==> src/core/fault_mon_defs.vh <==
// constants for the led channel fault monitor
`ifndef FAULT_MON_DEFS_VH
`define FAULT_MON_DEFS_VH

// ------------------------------------------------------------
// register offsets (word index = byte offset / 4)
// ------------------------------------------------------------
`define REG_CFG_ADDR       8'h04
`define REG_STATUS_ADDR    8'h1c
`define REG_FCFG_ADDR      8'h20
`define REG_FDIS_ADDR      8'h28
`define REG_IRQ_STAT_ADDR  8'h30
`define REG_IRQ_MASK_ADDR  8'h34

// ------------------------------------------------------------
// field positions
// ------------------------------------------------------------
// cfg: bit0 rolloff_enable
`define CFG_ROLLOFF_BIT    0
// status: [2:0] open, [5:3] short, [6] overtemp_shutdown_flag
`define ST_OPEN_LSB        0
`define ST_SHORT_LSB       3
`define ST_OTSD_BIT        6
// fault cfg: [2:0] open delay select, [5:4] supply gate level
`define FCFG_DELAY_LSB     0
`define FCFG_GATE_LSB      4
// fault disable: [0] open detect en, [1] short detect en,
// [2] open report en, [3] short report en, [4] overtemp_report_enable
`define FDIS_OPEN_DET_BIT  0
`define FDIS_SHORT_DET_BIT 1
`define FDIS_OPEN_REP_BIT  2
`define FDIS_SHORT_REP_BIT 3
`define FDIS_OT_REP_BIT    4

// ------------------------------------------------------------
// reset values
// ------------------------------------------------------------
`define CFG_RST            8'h01
`define FCFG_RST           8'h00
`define FDIS_RST           8'h1f
`define IRQ_MASK_RST       8'h00

// ------------------------------------------------------------
// timing
// ------------------------------------------------------------
`define CLK_HZ             25000000
`define SHORT_QUAL_MS      5
`define SHORT_QUAL_CYC     ((`CLK_HZ / 1000) * `SHORT_QUAL_MS)
// open delay step per delay code unit
`define OPEN_STEP_MS       1
`define OPEN_STEP_CYC      ((`CLK_HZ / 1000) * `OPEN_STEP_MS)

// ------------------------------------------------------------
// thermal
// ------------------------------------------------------------
`define ROLLOFF_TEMP_C     8'd145
`define SHUTDOWN_TEMP_C    8'd175
`define RESTART_TEMP_C     8'd145
// rate in tenths of a percent per degree, floor in percent
`define ROLLOFF_RATE_PM    38
`define ROLLOFF_MIN_PCT    5

`endif

==> src/core/led_channel_fault_monitor.v <==
// fault supervision for a three-channel led current driver
// Operation
// - open detection runs only while supply is above the selected gate level.
// - open fault is declared after the open comparator holds for the programmed delay.
// - on open fault the channel keeps sourcing, its open flag sets and the fault pin pulls low.
// - when the open condition goes away the open flag clears and the pin is released.
// - short fault is declared only after the short comparator holds for 5 ms.
// - on short fault the channel drops to reduced current, short flag sets, pin pulls low.
// - when the short goes away current is restored, flag clears, pin released.
// - the fault pin is open drain: released when quiet, driven low on a fault.
// - the fault-disable register can switch off open/short detection and reporting.
// - above the rolloff temperature current falls 3.8 %/degC down to 5 %, then turns off.
// - clearing the rolloff enable bit in the config register suppresses rolloff.
// - above the shutdown temperature channels turn off, shutdown flag sets, pin pulls low.
// - after shutdown every attempt to turn a channel on is blocked until below restart temp.
// - on restart the shutdown flag clears and the pin is released.
// - the overtemp report enable bit gates pin assertion for thermal shutdown.
//
// The register offsets and the strobed register port were left to the implementer.
`timescale 1ns/1ps
`include "fault_mon_defs.vh"
module led_channel_fault_monitor #(
	parameter NCH       = 3,
	parameter TW        = 8,
	parameter CW        = 24,
	parameter SHORT_CYC = `SHORT_QUAL_CYC,
	parameter OPEN_STEP = `OPEN_STEP_CYC
) (
	// clock and reset
	input  wire           i_clk_sys,
	input  wire           i_sys_rst,
	// register port
	input  wire [7:0]     i_reg_addr,
	input  wire [7:0]     i_reg_wdata,
	input  wire           i_reg_wr,
	input  wire           i_reg_rd,
	output wire [7:0]     o_reg_rdata,
	// analog comparator results (asynchronous)
	input  wire [NCH-1:0] i_open_cmp,
	input  wire [NCH-1:0] i_short_cmp,
	input  wire [3:0]     i_supply_level,
	input  wire [TW-1:0]  i_die_temp,
	// channel requests
	input  wire [NCH-1:0] i_chan_on_req,
	// channel drive
	output wire [NCH-1:0] o_channel_output_en,
	output wire [NCH-1:0] o_channel_reduced,
	output wire [6:0]     o_rolloff_scale_pct,
	// fault pin, open drain
	output wire           o_fault_out_n,
	output wire           o_fault_out_n_oe,
	// interrupt
	output wire           o_irq
);
	// ------------------------------------------------------------
	// synchronised inputs
	// ------------------------------------------------------------
	wire [NCH-1:0] open_s;
	wire [NCH-1:0] short_s;
	wire [3:0]     supply_s;
	wire [TW-1:0]  temp_s;
	wire [NCH-1:0] req_s;

	sync2 #(.W(3*NCH + 4 + TW)) u_sync (
		.i_clk_sys (i_clk_sys),
		.i_sys_rst (i_sys_rst),
		.i_async   ({i_open_cmp, i_short_cmp, i_supply_level, i_die_temp, i_chan_on_req}),
		.o_sync    ({open_s, short_s, supply_s, temp_s, req_s})
	);

	// ------------------------------------------------------------
	// registers
	// ------------------------------------------------------------
	reg [7:0] cfg_ff;
	reg [7:0] fcfg_ff;
	reg [7:0] fdis_ff;
	reg [7:0] irq_stat_ff;
	reg [7:0] irq_mask_ff;
	reg [7:0] rdata_ff;
	reg [7:0] nxt_rdata;

	wire rolloff_enable = cfg_ff[`CFG_ROLLOFF_BIT];
	wire open_det_en    = fdis_ff[`FDIS_OPEN_DET_BIT];
	wire short_det_en   = fdis_ff[`FDIS_SHORT_DET_BIT];
	wire open_rep_en    = fdis_ff[`FDIS_OPEN_REP_BIT];
	wire short_rep_en   = fdis_ff[`FDIS_SHORT_REP_BIT];
	wire overtemp_report_enable = fdis_ff[`FDIS_OT_REP_BIT];
	wire [1:0] detect_supply_gate_level = fcfg_ff[`FCFG_GATE_LSB +: 2];
	wire [2:0] open_delay_sel = fcfg_ff[`FCFG_DELAY_LSB +: 3];

	function wr_hit;
		input [7:0] a;
		begin
			wr_hit = i_reg_wr && (i_reg_addr == a);
		end
	endfunction

	// ------------------------------------------------------------
	// open and short qualification
	// ------------------------------------------------------------
	// supply gate level code n needs supply above n*4 (of 16)
	wire supply_ok = (supply_s > {detect_supply_gate_level, 2'b00});
	wire [CW-1:0] open_limit;
	wire [NCH-1:0] open_q;
	wire [NCH-1:0] short_q;

	// delay code 0 means one step; each code adds a step
	localparam [CW-1:0] OPEN_STEP_W = OPEN_STEP[CW-1:0];
	assign open_limit = OPEN_STEP_W * ({{(CW-3){1'b0}}, open_delay_sel} + 1'b1);

	genvar g;
	generate
		for (g = 0; g < NCH; g = g + 1) begin : g_ch
			qual_timer #(.CW(CW)) u_open (
				.i_clk_sys (i_clk_sys),
				.i_sys_rst (i_sys_rst),
				.i_cond    (open_s[g] & open_det_en & supply_ok),
				.i_limit   (open_limit),
				.o_qual    (open_q[g])
			);
			qual_timer #(.CW(CW)) u_short (
				.i_clk_sys (i_clk_sys),
				.i_sys_rst (i_sys_rst),
				.i_cond    (short_s[g] & short_det_en),
				.i_limit   (SHORT_CYC[CW-1:0]),
				.o_qual    (short_q[g])
			);
		end
	endgenerate

	// ------------------------------------------------------------
	// thermal shutdown with restart lockout
	// ------------------------------------------------------------
	reg otsd_ff;
	wire [TW-1:0] shutdown_t = `SHUTDOWN_TEMP_C;
	wire [TW-1:0] restart_t  = `RESTART_TEMP_C;
	wire [TW-1:0] rolloff_t  = `ROLLOFF_TEMP_C;

	always @(posedge i_clk_sys) begin
		if (i_sys_rst) begin
			otsd_ff <= 1'b0;
		end else if (temp_s > shutdown_t) begin
			otsd_ff <= 1'b1;
		end else if (otsd_ff && temp_s < restart_t) begin
			otsd_ff <= 1'b0;
		end
	end

	// ------------------------------------------------------------
	// thermal rolloff
	// ------------------------------------------------------------
	reg  [6:0]  scale_ff;
	reg  [6:0]  nxt_scale;
	reg  [15:0] drop_pm;
	reg  [15:0] drop_pct;
	reg  [TW-1:0] over_t;
	reg         roll_off_ff;

	always @* begin
		over_t    = temp_s - rolloff_t;
		drop_pm   = {{(16-TW){1'b0}}, over_t} * 16'd`ROLLOFF_RATE_PM;
		drop_pct  = drop_pm / 16'd10;
		nxt_scale = 7'd100;
		if (rolloff_enable && temp_s > rolloff_t) begin
			if (drop_pm >= 16'd1000 - 16'd10 * `ROLLOFF_MIN_PCT)
				nxt_scale = 7'd0;
			else
				nxt_scale = 7'd100 - drop_pct[6:0];
		end
	end

	always @(posedge i_clk_sys) begin
		if (i_sys_rst) begin
			scale_ff    <= 7'd100;
			roll_off_ff <= 1'b0;
		end else begin
			scale_ff    <= nxt_scale;
			roll_off_ff <= (nxt_scale == 7'd0);
		end
	end

	// ------------------------------------------------------------
	// channel drive
	// ------------------------------------------------------------
	reg [NCH-1:0] en_ff;
	reg [NCH-1:0] red_ff;

	always @(posedge i_clk_sys) begin
		if (i_sys_rst) begin
			en_ff  <= {NCH{1'b0}};
			red_ff <= {NCH{1'b0}};
		end else begin
			// open keeps sourcing; shutdown blocks any turn-on
			en_ff  <= (otsd_ff || roll_off_ff) ? {NCH{1'b0}} : req_s;
			red_ff <= short_q;
		end
	end

	// ------------------------------------------------------------
	// status and fault pin
	// ------------------------------------------------------------
	wire [6:0] status = {otsd_ff, short_q, open_q};
	reg        fault_ff;

	always @(posedge i_clk_sys) begin
		if (i_sys_rst) begin
			fault_ff <= 1'b0;
		end else begin
			fault_ff <= (open_rep_en && |open_q) ||
			            (short_rep_en && |short_q) ||
			            (overtemp_report_enable && otsd_ff);
		end
	end

	// open drain: drive low only, otherwise release
	assign o_fault_out_n    = 1'b0;
	assign o_fault_out_n_oe = fault_ff;

	// ------------------------------------------------------------
	// interrupt and register access
	// ------------------------------------------------------------
	reg  [6:0] status_d_ff;
	wire [6:0] rise = status & ~status_d_ff;

	always @(posedge i_clk_sys) begin
		if (i_sys_rst) begin
			cfg_ff      <= `CFG_RST;
			fcfg_ff     <= `FCFG_RST;
			fdis_ff     <= `FDIS_RST;
			irq_mask_ff <= `IRQ_MASK_RST;
			irq_stat_ff <= 8'h00;
			status_d_ff <= 7'h00;
			rdata_ff    <= 8'h00;
		end else begin
			status_d_ff <= status;
			rdata_ff    <= nxt_rdata;
			if (wr_hit(`REG_CFG_ADDR))
				cfg_ff <= i_reg_wdata;
			if (wr_hit(`REG_FCFG_ADDR))
				fcfg_ff <= i_reg_wdata;
			if (wr_hit(`REG_FDIS_ADDR))
				fdis_ff <= i_reg_wdata;
			if (wr_hit(`REG_IRQ_MASK_ADDR))
				irq_mask_ff <= i_reg_wdata;
			// set wins over write-one-to-clear
			irq_stat_ff <= (irq_stat_ff &
				~(wr_hit(`REG_IRQ_STAT_ADDR) ? i_reg_wdata : 8'h00)) | {1'b0, rise};
		end
	end

	always @* begin
		nxt_rdata = 8'h00;
		if (i_reg_rd) begin
			case (i_reg_addr)
				`REG_CFG_ADDR:      nxt_rdata = cfg_ff;
				`REG_STATUS_ADDR:   nxt_rdata = {1'b0, status};
				`REG_FCFG_ADDR:     nxt_rdata = fcfg_ff;
				`REG_FDIS_ADDR:     nxt_rdata = fdis_ff;
				`REG_IRQ_STAT_ADDR: nxt_rdata = irq_stat_ff;
				`REG_IRQ_MASK_ADDR: nxt_rdata = irq_mask_ff;
				default:            nxt_rdata = 8'h00;
			endcase
		end
	end

	assign o_reg_rdata         = rdata_ff;
	assign o_irq               = |(irq_stat_ff & irq_mask_ff);
	assign o_channel_output_en = en_ff;
	assign o_channel_reduced   = red_ff;
	assign o_rolloff_scale_pct = scale_ff;
endmodule // led_channel_fault_monitor

==> src/core/qual_timer.v <==
// qualification timer: flags after a condition has held for a count
`timescale 1ns/1ps
module qual_timer #(
	parameter CW = 24
) (
	// clock and reset
	input  wire          i_clk_sys,
	input  wire          i_sys_rst,
	// condition and limit
	input  wire          i_cond,
	input  wire [CW-1:0] i_limit,
	output wire          o_qual
);
	reg [CW-1:0] cnt_ff;
	reg          qual_ff;

	// counter restarts whenever the condition drops
	always @(posedge i_clk_sys) begin
		if (i_sys_rst) begin
			cnt_ff  <= {CW{1'b0}};
			qual_ff <= 1'b0;
		end else if (!i_cond) begin
			cnt_ff  <= {CW{1'b0}};
			qual_ff <= 1'b0;
		end else if (cnt_ff + 1'b1 >= i_limit) begin
			qual_ff <= 1'b1;
		end else begin
			cnt_ff <= cnt_ff + 1'b1;
		end
	end

	assign o_qual = qual_ff;
endmodule // qual_timer

==> src/core/sync2.v <==
// two-flop synchroniser for a bus of levels
`timescale 1ns/1ps
module sync2 #(
	parameter W = 1
) (
	// clock and reset
	input  wire         i_clk_sys,
	input  wire         i_sys_rst,
	// data
	input  wire [W-1:0] i_async,
	output wire [W-1:0] o_sync
);
	reg [W-1:0] meta_ff;
	reg [W-1:0] sync_ff;

	always @(posedge i_clk_sys) begin
		if (i_sys_rst) begin
			meta_ff <= {W{1'b0}};
			sync_ff <= {W{1'b0}};
		end else begin
			meta_ff <= i_async;
			sync_ff <= meta_ff;
		end
	end

	assign o_sync = sync_ff;
endmodule // sync2

==> config.mk <==
export PLATFORM = sky130hd
export DESIGN_NAME = led_channel_fault_monitor
export DESIGN_NICKNAME = d
export VERILOG_FILES = /design/src/core/led_channel_fault_monitor.v /design/src/core/qual_timer.v /design/src/core/sync2.v
export VERILOG_INCLUDE_DIRS = /design/src /design/src/core
export SDC_FILE = /design/constraint.sdc
export NUM_CORES = 1
export LEC_CHECK = 0
export BUFFER_PORTS_ARGS = -buffer_cell sky130_fd_sc_hd__clkbuf_2
export CAP_MARGIN = 30
export CELL_PAD_IN_SITES_DETAIL_PLACEMENT = 0
export CELL_PAD_IN_SITES_GLOBAL_PLACEMENT = 1
export CORE_MARGIN = 8
export CORE_UTILIZATION = 49
export DETAILED_ROUTE_END_ITERATION = 10
export PLACE_DENSITY_LB_ADDON = 0.1
export SETUP_SLACK_MARGIN = 0.2
export SLEW_MARGIN = 20
export SYNTH_ARGS = -nofsm -noshare
export SYNTH_HDL_FRONTEND = slang
export SYNTH_HIERARCHICAL = 1
export SYNTH_SLANG_ARGS = --single-unit
==> constraint.sdc <==
create_clock -name i_clk_sys -period 11.5 [get_ports i_clk_sys]
set_input_delay 0 -clock i_clk_sys [delete_from_list [all_inputs] [get_ports i_clk_sys]]
set_output_delay 0 -clock i_clk_sys [all_outputs]
set_load 0.03 [all_outputs]
# Yosys cells after proc, flatten, opt, wreduce, memory -nomap -nowiden

Index checks and enable logic that the tools add are counted.
W data, S select, Z words.

Input bits: 41
Output and inout bits: 24
Word-level logic and storage cells: 110
Flip-flop bits (word level): 263

Equal/unequal tests: 6
Reduce and logical (&&, ||, !) cells: 26
Magnitude comparators: 11
Divide/modulo/power cells: 1
Add/subtract/negate cells: 9
Bitwise logic cells: 22
Muxes and demuxes: 6
$mul: 2

Operators by type and width:

| cell                    | number |
|---|---|
| $add A24 B1 Y24 const B | 6 |
| $ge A24 B17 Y1 const B  | 3 |
| $ge A24 B19 Y1          | 3 |
| $pmux W8 S6             | 1 |
| $eq A8 B6 Y1 const B    | 4 |
| $and A8 B8 Y8           | 2 |
| $div A14 B4 Y16 const B | 1 |
| $gt A8 B8 Y1 const B    | 2 |
| $mul A12 B4 Y16 const A | 1 |
| $reduce_or A2 Y1        | 8 |
| $ge A14 B10 Y1 const B  | 1 |
| $mux W7                 | 2 |
| $mul A8 B5 Y13 const B  | 1 |
| $logic_and A1 B1 Y1     | 10 |
| $and A1 B1 Y1           | 9 |
| $eq A8 B3 Y1 const B    | 1 |
| $eq A8 B5 Y1 const B    | 1 |
| $lt A8 B8 Y1 const B    | 1 |
| $mux W8                 | 1 |
| $not A8 Y8              | 1 |
| $or A8 B7 Y8            | 1 |
| $reduce_or A8 Y1        | 1 |
| $sub A8 B8 Y8 const B   | 1 |
| $and A7 B7 Y7           | 1 |
| other kinds (10)        | 20 |

# Longest topological paths before layout

Gate-level depths: netlist of run 1.

Word-level depth: 7
Depth in mapped cells: 44
Depth with buffers taken out: 37

# Modules after synthesis

The synthesis of run 1 kept the hierarchy.

Modules (own cells, without submodules):

| module                    | cells an instance | area an instance (µm²) | seq. area each (µm²) | times used |
|---|---|---|---|---|
| qual_timer                | 275               | 2248.4                 | 500.5                | 6 |
| led_channel_fault_monitor | 761               | 6030.8                 | 1361.3               | 1 |
| sync2                     | 88                | 1123.6                 | 840.8                | 1 |

# Least setup slack after synthesis of run 1

Ideal clock, no wire load.

Path type: register to register
Start: reg u_sync.sync_ff[3] (netlist: u_sync/o_sync[3])
End: reg roll_off_ff
Path buffers: 5
Setup time: 60 ps
Data required time: 11440 ps
Arrival: 8099 ps
Slack: 3341 ps
Cell stages (with the launch flop): 42
Clock period less this slack: 8159 ps
Path through: dfxtp_1 -> clkbuf_1 -> inv_1 -> ha_1 -> nand2_1 -> and2_1 -> o21ai_0 -> ha_1 -> inv_1 -> fa_1 -> inv_1 -> ha_1 -> buf_4 -> a21oi_1 -> o21ai_2 -> o21ai_1 -> nand2_1 -> nor4_1 -> (+6 left out) -> a311oi_2 -> nand2_1 -> or4_1 -> and2_4 -> o211a_1 -> buf_6 -> o211a_1 -> and3_1 -> or3_4 -> inv_2 -> o211a_1 -> ha_1 -> a21oi_1 -> nor2_1 -> a21oi_1 -> xnor2_1 -> a221oi_1 -> and3_1

Longest elaborated chain between the ends: 7
Elaborated cells on any way between the ends: 10
Classes of those cells: 2 x add/sub; 1 x mul; 1 x div; 2 x order compare; 2 x mux; 2 x reduce/logical

RTL lines:

| item                            | RTL line                        | source |
|---|---|---|
| start, declared                 | sync2.v:14                      | `reg [W-1:0] sync_ff;` |
| start signal, assigned          | sync2.v:19                      | `sync_ff <= {W{1'b0}};` |
| start signal, assigned          | sync2.v:22                      | `sync_ff <= meta_ff;` |
| $sub A8 B8 Y8                   | led_channel_fault_monitor.v:160 | `over_t = temp_s - rolloff_t;` |
| $mul A8 B5 Y13 (no source line) | -                               |  |
| $div A14 B4 Y16                 | led_channel_fault_monitor.v:162 | `drop_pct = drop_pm / 16'd10;` |
| $sub A7 B7 Y7                   | led_channel_fault_monitor.v:168 | `nxt_scale = 7'd100 - drop_pct[6:0];` |
| $mux W7                         | led_channel_fault_monitor.v:165 | `` if (drop_pm >= 16'd1000 - 16'd10 * `ROLLOFF_MIN_PCT) `` |
| $mux W7 *                       | led_channel_fault_monitor.v:164 | `if (rolloff_enable && temp_s > rolloff_t) begin` |
| $logic_not A7 Y1 *              | led_channel_fault_monitor.v:178 | `roll_off_ff <= (nxt_scale == 7'd0);` |
| end signal, assigned            | led_channel_fault_monitor.v:178 |  |
| end, declared                   | led_channel_fault_monitor.v:157 | `reg roll_off_ff;` |

Mark *: on every way between the ends. The rest lies on a longest branch, timed or not.
A chain may end at the register's enable or synchronous reset.

# Worst setup path after layout of run 1

Same ends and word-level chain as after synthesis.

==> results.md, run 1 <==
- The flow ran to the end, and the final reports show no timing, DRC or antenna violations.
- The peak ir drop on the vdd network is between 0.7 and 0.8 mV.
- The worst hold path was traced through 3 stages.
- For this block, the initial DRC count from the detailed router was around 1200.
- Data on the critical path arrives at its endpoint at 9.88 ns.
- Setup repair after global routing left no endpoint under its margin.
- Summing all multi-input logic gate instances after layout gives 14300 um^2.
- The portion of the post-synthesis area used by sequential elements is between 20% and 30%.
- The Yosys step of the flow raised 6 warnings.
- Clock-pin slew was measured on the worst setup and hold paths at 0.06 ns.
- In the finished design, the share of the clock period the worst path needs comes to 81.4%.
- The row count is 75.
- The via count of the first global-routing pass was between 15000 and 20000.
- The delay of the slowest cell on the worst path is 0.57 ns.
- For the pin with the worst max-slew slack, the measured transition is slightly below 1 ns.
- The mean area per synthesized cell is 8.26 um^2.
- The relative contribution of the clock network to total power is around a fifth.
- The relative slew slack is 34.1%.
- The tree is rooted in a clkbuf_16.
- The combined area of all synthesized cells is between 20000 and 25000 um^2.
- The final count of negative-setup-slack endpoints is 0.
- After synthesis, the cell types taking the most area are dfxtp_1, ha_1, a21oi_1.
- The number of CTS-inserted buffers is 31.
- The die is approximately 220 um tall.
- In the final layout, the share of cells above drive strength 1 is a little under an eighth.
- STA puts the critical path data required time at roughly 12 ns.
- The area of the core is approximately 42000 um^2.
- The sequential cell fraction of total power is 17.5%.
- The number of synthesized flops with an enable pin is 0.
- The startpoint identified for the worst register-to-register timing path is u_sync/o_sync[3].
- The half-perimeter wire length after placement is about 38 mm.
- The most frequently used flop master after synthesis is dfxtp_1.
- The sequential standard cell area is around 5200 um^2.
- In this run the tool buffered the top-level ports with 63 buffer cells.
- The largest net degree at the start of global routing is between 70 and 80.
- The routed length per placed instance is between 15 and 20 um.
- The final layout contains about 2900 nets.
- The analysis attributes to net switching a power of around 0.0024 W.
- For hold timing, the worst endpoint is cfg_ff[1].
- The post-synthesis instance total is 2499.
- The number of nets with antenna violations after routing is 0.
- The area growth from synthesis to final layout is 11.0%.
- The die covers between 40000 and 50000 um^2.
- The routability congestion estimate is between 0.8 and 0.9.
- The cell with the most instances on the worst path is ha_1.
- Once the floorplan was initialized, standard cells occupied roughly half of the core.
- The internal portion of the total power is ~0.0028 W.
- The via count is approximately 18000.
- Of the total power, the share spent switching nets is about 46%.
- Of all flip-flops after synthesis, the portion carrying an async set or reset was 0%.
- The worst setup path is captured at a flip-flop.
- The count of pins over their slew limit is 0.
- The slack of the worst reg-to-reg path is about 2.1 ns.
- The post-route setup TNS is 0 ns.
- The clock insertion delay at the later pin of the skew report is just under 0.6 ns.
- The total power draw is 0.00522 W.
- In this run the number of H-tree levels came out at 1.
- Synthesis instantiated between 100 and 150 different standard cells from the library.
- Measured in cells, the most critical reg-to-reg path has a length of 36.
- Fill cells in the final layout number roughly 3900.
- For this design the ratio of total power to cell area is 228 nW/um^2.
- The standby leakage power is about 10 nW.
- The classification of the worst-slack hold path is input port to flip-flop.
- The combinational fraction of design power is around 62%.
- For this design, the sink count on the clock tree is 260.
- The tool flagged a number of max-cap violations equal to 0.
- The detail-routed via count per cell is ~5.7.
- Among all stages on the critical path, the largest delay is contributed by dfxtp_1.
- Counting along the longest clock path gives a buffer depth of 3.
- The first detailed-routing pass took 6 iterations.
- The worst min-delay path startpoint is i_reg_wr.
- The share of Yosys cell area claimed by the top area cell type is roughly a quarter.
- The biggest area contributor in the post-synthesis netlist is dfxtp_1.
- The smallest clock period supported by the final layout is computed as 9.36 ns.
- STA classifies the critical path startpoint as a flip-flop.
- The horizontal extent of the die is between 200 and 250 um.
- The critical path is of the flip-flop to flip-flop type.
- The post-CTS setup buffer count is 0.
- The maximum fanout count along the critical path is 14.
- In the global route stage, overall resource usage came out at about 20%.
- The worst setup skew after layout is approximately 0.014 ns.
- For this block, the routed nets add up to 52.0 mm of wire.
- The number of antenna violations at the first check in global routing is 2.
- The number of hold-slack violations in the final timing report is 0.
- The first-pass GRT wire length is 86.6 mm.
- After global routing the overflow that remains totals 0.
- The clock tree from TritonCTS is yes.
- The maximum clock frequency is ~110 MHz.
- In this run the critical register-to-register path is captured at roll_off_ff.
- 65 I/O pins were placed.
- The number of DRC violations after detailed routing is 0.
- Counting flops and latches in the post-synthesis netlist gives 260.
sequential cells by signal (all words and copies together), names as in the netlist, 2 cells and up:
register             flops
o_channel_output_en      3
g_ch.u_open/cnt_ff      72
u_sync/o_sync           21
g_ch.u_open/o_qual       3
o_channel_reduced        2
o_rolloff_scale_pct      7
fcfg_ff                  8
g_ch.u_short/cnt_ff     72
u_sync/meta_ff          21
irq_stat_ff              8
g_ch.u_short/o_qual      3
irq_mask_ff              8
cfg_ff                   8
o_reg_rdata              8
status_d_ff              5
fdis_ff                  8
synth_stat cells (10+ instances only):
cell type	number
o31ai_1	57
clkbuf_1	53
a31oi_1	49
nor3_1	27
clkbuf_8	18
a21oi_1	202
ha_1	193
buf_2	11
nor2b_1	69
or2_2	12
nor3_4	12
buf_6	10
nand3_2	13
inv_1	165
o21ai_0	58
a211oi_1	13
o311ai_0	31
nand2b_1	47
and3_1	36
or3_1	10
a31o_2	18
o211ai_1	11
xnor2_1	112
or4_1	61
nand4_1	50
nand3_1	120
and2_1	12
nor2_1	148
mux2i_1	20
o41ai_1	31
buf_4	17
dfxtp_1	260
a41o_1	24
nand2_1	229
xor2_1	59
final cells by class:
class / instances / area share, %
Multi-Input combinational cell: 2037 / 62.5
Sequential cell: 260 / 22.7
Timing Repair Buffer: 135 / 4.33
Clock buffer: 43 / 3.93
Tap cell: 539 / 2.94
Inverter: 166 / 2.72
Clock inverter: 12 / 0.841
Antenna cell: 2 / 0.0218
stage by stage:
stage	std cells	hold slack (ns)	utilization (%)	worst slack [ns]	instance area (um^2)
after floorplan	2594	0.0716	-	3.34	21000
after global placement	3080	0.206	50.9	2.41	21300
after detailed placement	3088	0.218	51.1	2.22	21300
after CTS	3190	0.00786	54.8	2.21	22900
after global routing	3194	0.0648	54.9	1.45	22900
final	3194	0.0520	54.9	2.14	22900
how the worst max path moves through the flow:
stage	start	endpoint	slack (ns)	cells past startpoint
final	u_sync/o_sync[3]	roll_off_ff	2.14	36
after global routing	u_sync/o_sync[3]	roll_off_ff	1.45	36
after CTS	u_sync/o_sync[3]	roll_off_ff	2.21	36
after detailed placement	u_sync/o_sync[3]	roll_off_ff	2.22	36
after global placement	u_sync/o_sync[3]	roll_off_ff	2.41	36
after floorplan	u_sync/o_sync[3]	roll_off_ff	3.34	41
worst max-delay path, delay by kind of cell (launching register included):
kind,cells,cell delay (ns)
flops,1,0.57
xor+xnor,1,0.10
simple gates,8,1.89
buf+inv,4,0.30
fa+ha+maj,6,2.13
compound gates,17,4.29
layer usage:
layer | up-vias | global-route usage [%] | share of wire [%]
li1 | 9338 | - | -
met1 | 8603 | 27.5 | 48
met2 | 350 | 34.6 | 46
met3 | 60 | 2.70 | 4.3
met4 | 0 | 4.33 | 2.0
met5 | - | 0 | 0
power by group through the flow:
stage                     clock (W)  combinational, W  sequential (W)
after global routing        0.00111           0.00353        0.000915
final                       0.00105           0.00325        0.000914
after detailed placement          0           0.00316        0.000934
after global placement            0           0.00315        0.000934
after CTS                   0.00108           0.00319        0.000914
after floorplan                   0           0.00269        0.000934
placed cells by master (no fill, tap or decap), types with 20 or more instances in the layout:
cell type,Yosys,layout
ha_1,193,193
nor2_1,148,148
dlygate4sd3_1,6,47
xnor2_1,112,112
o21ai_0,58,58
mux2i_1,20,20
nor3_1,27,27
nand2_1,229,229
a21oi_1,202,202
o311ai_0,31,31
nand3_1,120,120
a41o_1,24,24
dfxtp_1,260,260
nor2b_1,69,68
clkbuf_16,0,31
o31ai_1,57,57
xor2_1,59,59
or4_1,61,61
nand2b_1,47,47
inv_1,165,165
conb_1,2,97
and3_1,36,36
o41ai_1,31,31
a31oi_1,49,43
clkbuf_2,0,62
nand4_1,50,50
repair_timing:
item | 4_1_cts | 5_1_grt
hold endpoints to repair | 83 | 0
resized for setup | 0 | 0
endpoints found under the setup margin | 0 | 0
hold buffers | 47 | 0
kinds of logic (layout without fill, tap and decap cells):
logic type / count (synthesis) / in the layout / synth area share (%)
other: 2 / 99 / 0.0364
muxes: 20 / 20 / 0.970
adders and majority gates: 200 / 200 / 12.2
DFF: 260 / 260 / 25.2
AOI/OAI and AO/OA: 600 / 600 / 20.4
xor gates and xnor gates: 175 / 175 / 7.57
and+or+nand+nor: 945 / 945 / 26.3
buffers and inverters: 297 / 356 / 7.36
No activity file was read; power rests on OpenSTA's default activity.
==> inputs of run 2 (changes only) <==
--- a/config.mk
+++ b/config.mk
@@ -6,12 +6,13 @@
 export SDC_FILE = /design/constraint.sdc
 export NUM_CORES = 1
 export LEC_CHECK = 0
+export ABC_AREA = 1
 export BUFFER_PORTS_ARGS = -buffer_cell sky130_fd_sc_hd__clkbuf_2
 export CAP_MARGIN = 30
 export CELL_PAD_IN_SITES_DETAIL_PLACEMENT = 0
 export CELL_PAD_IN_SITES_GLOBAL_PLACEMENT = 1
 export CORE_MARGIN = 8
-export CORE_UTILIZATION = 49
+export CORE_UTILIZATION = 46
 export DETAILED_ROUTE_END_ITERATION = 10
 export PLACE_DENSITY_LB_ADDON = 0.1
 export SETUP_SLACK_MARGIN = 0.2
==> constraint.sdc (replaced) <==
create_clock -name i_clk_sys -period 9.1 [get_ports i_clk_sys]
set_input_delay 0 -clock i_clk_sys [delete_from_list [all_inputs] [get_ports i_clk_sys]]
set_output_delay 0 -clock i_clk_sys [all_outputs]
set_load 0.03 [all_outputs]
==> results.md, run 2 <==
- Outcome: finished clean (unchanged).
- The relative slew slack came to 46.3% (was 34.1%).
- The number of top-level pins came to 65 (unchanged).
- The clock tree from TritonCTS is yes (unchanged).
- The total number of yosys warnings is 6 (unchanged).
- The number of CTS-inserted buffers is 34 (was 31).
- The worst setup margin is 1.09 ns (was 2.14 ns).
- The global route total overflow is 0 (unchanged).
- The worst setup skew after layout is 0.0181 ns (was 0.0137 ns).
- The clock tree root driver cell is clkbuf_16 (unchanged).
- The standby leakage power is 11.5 nW (was 9.75 nW).
- The total of buffers placed on input and output ports was 63 (unchanged).
- The most frequent cell after synthesis is nand2_1 (was dfxtp_1).
- The via count of the first global-routing pass was 18400 (was 17300).
- The type of element capturing the critical path is a flip-flop (unchanged).
- Top flop regs: g_ch.u_open/cnt_ff (72), g_ch.u_short/cnt_ff (72) (unchanged).
- The post-route setup TNS came to 0 ns (unchanged).
- The area of the core is 45200 um^2 (was 41800 um^2).
- The portion of the post-synthesis area used by sequential elements was 24.9% (was 25.2%).
- The clock input transition at the sequential cells of the worst setup and hold paths is 0.06 ns (about the same).
- The cell area power density is 341 nW/um^2 (was 228 nW/um^2).
- The combined area of all synthesized cells came to 20900 um^2 (was 20600 um^2).
- The number of antenna violations at the first check in global routing was 0 (was 2).
- The iteration count of the initial detailed-routing pass was 5 (was 6).
- The data required time at the worst endpoint is 9.58 ns (was 12.02 ns).
- The start-to-end type of the worst setup path was flip-flop to flip-flop (unchanged).
- The transition time at the pin with the least slew margin came to 0.803 ns (was 0.989 ns).
- The area after detailed placement is 21900 um^2 (was 21300 um^2).
- The final count of negative-setup-slack endpoints is 0 (unchanged).
- The number of hold-slack violations in the final timing report was 0 (unchanged).
- The number of max-cap violations is 0 (unchanged).
- The arrival time of the worst setup path was 8.49 ns (was 9.88 ns).
- The number of DRC violations after detailed routing is 0 (unchanged).
- Unrepaired setup endpoints after global routing: false (unchanged).
- The fraction of synthesis flops using an asynchronous set or reset pin was 0% (unchanged).
- The delay of the slowest cell on the worst path is 0.43 ns (was 0.57 ns).
- The horizontal extent of the die is 229 um (was 221 um).
- The global routing usage summed across all routing layers is 19.6% (was 20.4%).
- The area growth from synthesis to final layout is 11.9% (was 11.0%).
- The count of fill cells added during filler insertion is 4628 (was 3944).
- The number of synthesized flops with an enable pin is 0 (unchanged).
- The die footprint is 52600 um^2 (was 49000 um^2).
- The share of Yosys cell area claimed by the top area cell type was 24.9% (was 25.2%).
- The number of clock sinks is 260 (unchanged).
- The initial detailed-routing violation count is 1038 (was 1239).
- The number of gates resized after CTS is 0 (unchanged).
- The detail-routed via count per cell is 4.72 (was 5.75).
- The initial core utilization is 46.4% (was 49.4%).
- The first-pass GRT wire length was 88.0 mm (was 86.6 mm).
- The row count is 78 (was 75).
- The detailed-route wire length is 52.0 mm (about the same).
- The count of pins over their slew limit is 0 (unchanged).
- The final clock period utilization by the worst path is 88.0% (was 81.4%).
- The library cell contributing the largest single delay on the critical path is dfxtp_1 (unchanged).
- The maximum clock frequency was 125 MHz (was 107 MHz).
- The routability congestion estimate is 0.850 (was 0.898).
- The number of antenna repair diodes is 0 (was 2).
- The number of different library cells in the post-synthesis netlist is 57 (was 110).
- The post-synthesis instance total is 3321 (was 2499).
- Most frequent cells in the layout: nand2_1, nor2_1, inv_1 (was dfxtp_1, nand2_1, a21oi_1).
- The buffer levels on the longest clock path was 3 (unchanged).
- The commonest non-fill, non-tap cell in the layout is nand2_1 (was dfxtp_1).
- The classification of the worst-slack hold path is input port to flip-flop (unchanged).
- The pre-CTS setup slack is 1.13 ns (was 2.22 ns).
- The vertical die dimension came to 229 um (was 221 um).
- The mean area per synthesized cell is 6.31 um^2 (was 8.26 um^2).
- The maximum level of the CTS H-tree was 2 (was 1).
- The startpoint kind of the worst setup timing path was a flip-flop (unchanged).
- Cell types with the largest area share after synthesis: dfxtp_1, nand2_1, ha_1 (was dfxtp_1, ha_1, a21oi_1).
- The final design instance area without fill came to 23400 um^2 (was 22900 um^2).
- Most common library cells after synthesis: nand2_1, nor2_1, inv_1 (was dfxtp_1, nand2_1, a21oi_1).
- The maximum fanout count along the critical path was 9 (was 14).
- The clock insertion delay at the later pin of the skew report is 0.54 ns (was 0.58 ns).
- The half-perimeter wire length after placement is 40.0 mm (was 37.8 mm).
- The via count is 19500 (was 18400).
- The library cell with the largest summed area after synthesis is dfxtp_1 (unchanged).
- The peak ir drop on the vdd network is 1.23 mV (was 0.711 mV).
- The slack of the worst reg-to-reg path is 1.09 ns (was 2.14 ns).
- The count of state elements after synthesis is 260 (unchanged).
- The most frequently used flop master after synthesis is dfxtp_1 (unchanged).
- The proportion of layout cells with a drive suffix above 1 is 8.00% (was 11.3%).
- The minimum clock period after layout is 8.01 ns (was 9.36 ns).
- The routed length per placed instance was 12.6 um (was 16.3 um).
- The number of nets with antenna violations after routing was 0 (unchanged).
- The largest net degree at the start of global routing came to 52 (was 71).
- The cell with the most instances on the worst path is nand2_1 (was ha_1).
- The net count reported at finish was 3738 (was 2869).
## run 2: worst paths after layout
| path | from | endpoint | cells past startpoint |
|---|---|---|---|
| setup / recovery | u_sync/o_sync[3] | roll_off_ff | 64 |
| hold / removal | i_reg_addr[2] | o_reg_rdata[6] | 6 |
| setup reg to reg | u_sync/o_sync[3] | roll_off_ff | 64 |
| hold reg to reg | u_sync/meta_ff[13] | u_sync/o_sync[13] | 2 |
## run 2: critical path: cells and delay by family, from the launching register on
| family | cells | cell delay (ns) |
|---|---|---|
| fa+ha+maj | 5 | 1.45 |
| flops | 1 | 0.43 |
| compound gates | 5 | 0.81 |
| xor+xnor | 1 | 0.31 |
| buf+inv | 8 | 0.73 |
| simple gates | 45 | 4.19 |
## run 2: final cells by class
type	instances	area, um^2	area share (%)
multi-input combinational	2463	13200	56.2
sequential	260	5200	22.2
inverter	631	2370	10.1
clock buffer	47	971	4.14
timing repair buffer	110	768	3.28
tap	600	751	3.20
clock inverter	13	203	0.865
## run 2: report_power, final
group / switching [W] / internal (W)
Combinational: 0.00362 / 0.00180
Sequential: 0.00000595 / 0.00115
Clock: 0.000543 / 0.000866
## run 2: routing by layer
metal / vias up / track usage (%) / wire length (um)
li1: 10400 / - / -
met1: 8676 / 26.5 / 25700
met2: 321 / 32.5 / 23200
met3: 63 / 2.60 / 2060
met4: 0 / 5.28 / 1080
met5: - / 0 / 0
## run 2: kinds of logic (layout without fill, tap and decap cells)
logic type	after synthesis	after routing	share of synthesized area, %
AOI/OAI and AO/OA	271	271	7.71
xor gates and xnor gates	113	113	4.73
adders and majority gates	197	197	11.9
buffers and inverters	693	801	14.0
DFF	260	260	24.9
muxes	1	1	0.108
other	2	97	0.0359
and+or+nand+nor	1784	1784	36.7
## run 2: what timing repair did
action                                 CTS  global route
buffers inserted                         0             0
setup endpoints to repair                0             0
endpoints found under the hold margin   69             0
hold buffers                            37             0
## run 2: metrics by stage
step / hold WS [ns] / util, % / std cells / power, W
floorplan: 0.107 / - / 3416 / 0.00572
global placement: 0.193 / 48.4 / 4024 / 0.00633
detailed placement: 0.197 / 48.4 / 4024 / 0.00652
CTS: 0.0392 / 51.8 / 4121 / 0.00799
global route: 0.120 / 51.9 / 4124 / 0.00870
finish: 0.0771 / 51.9 / 4124 / 0.00798
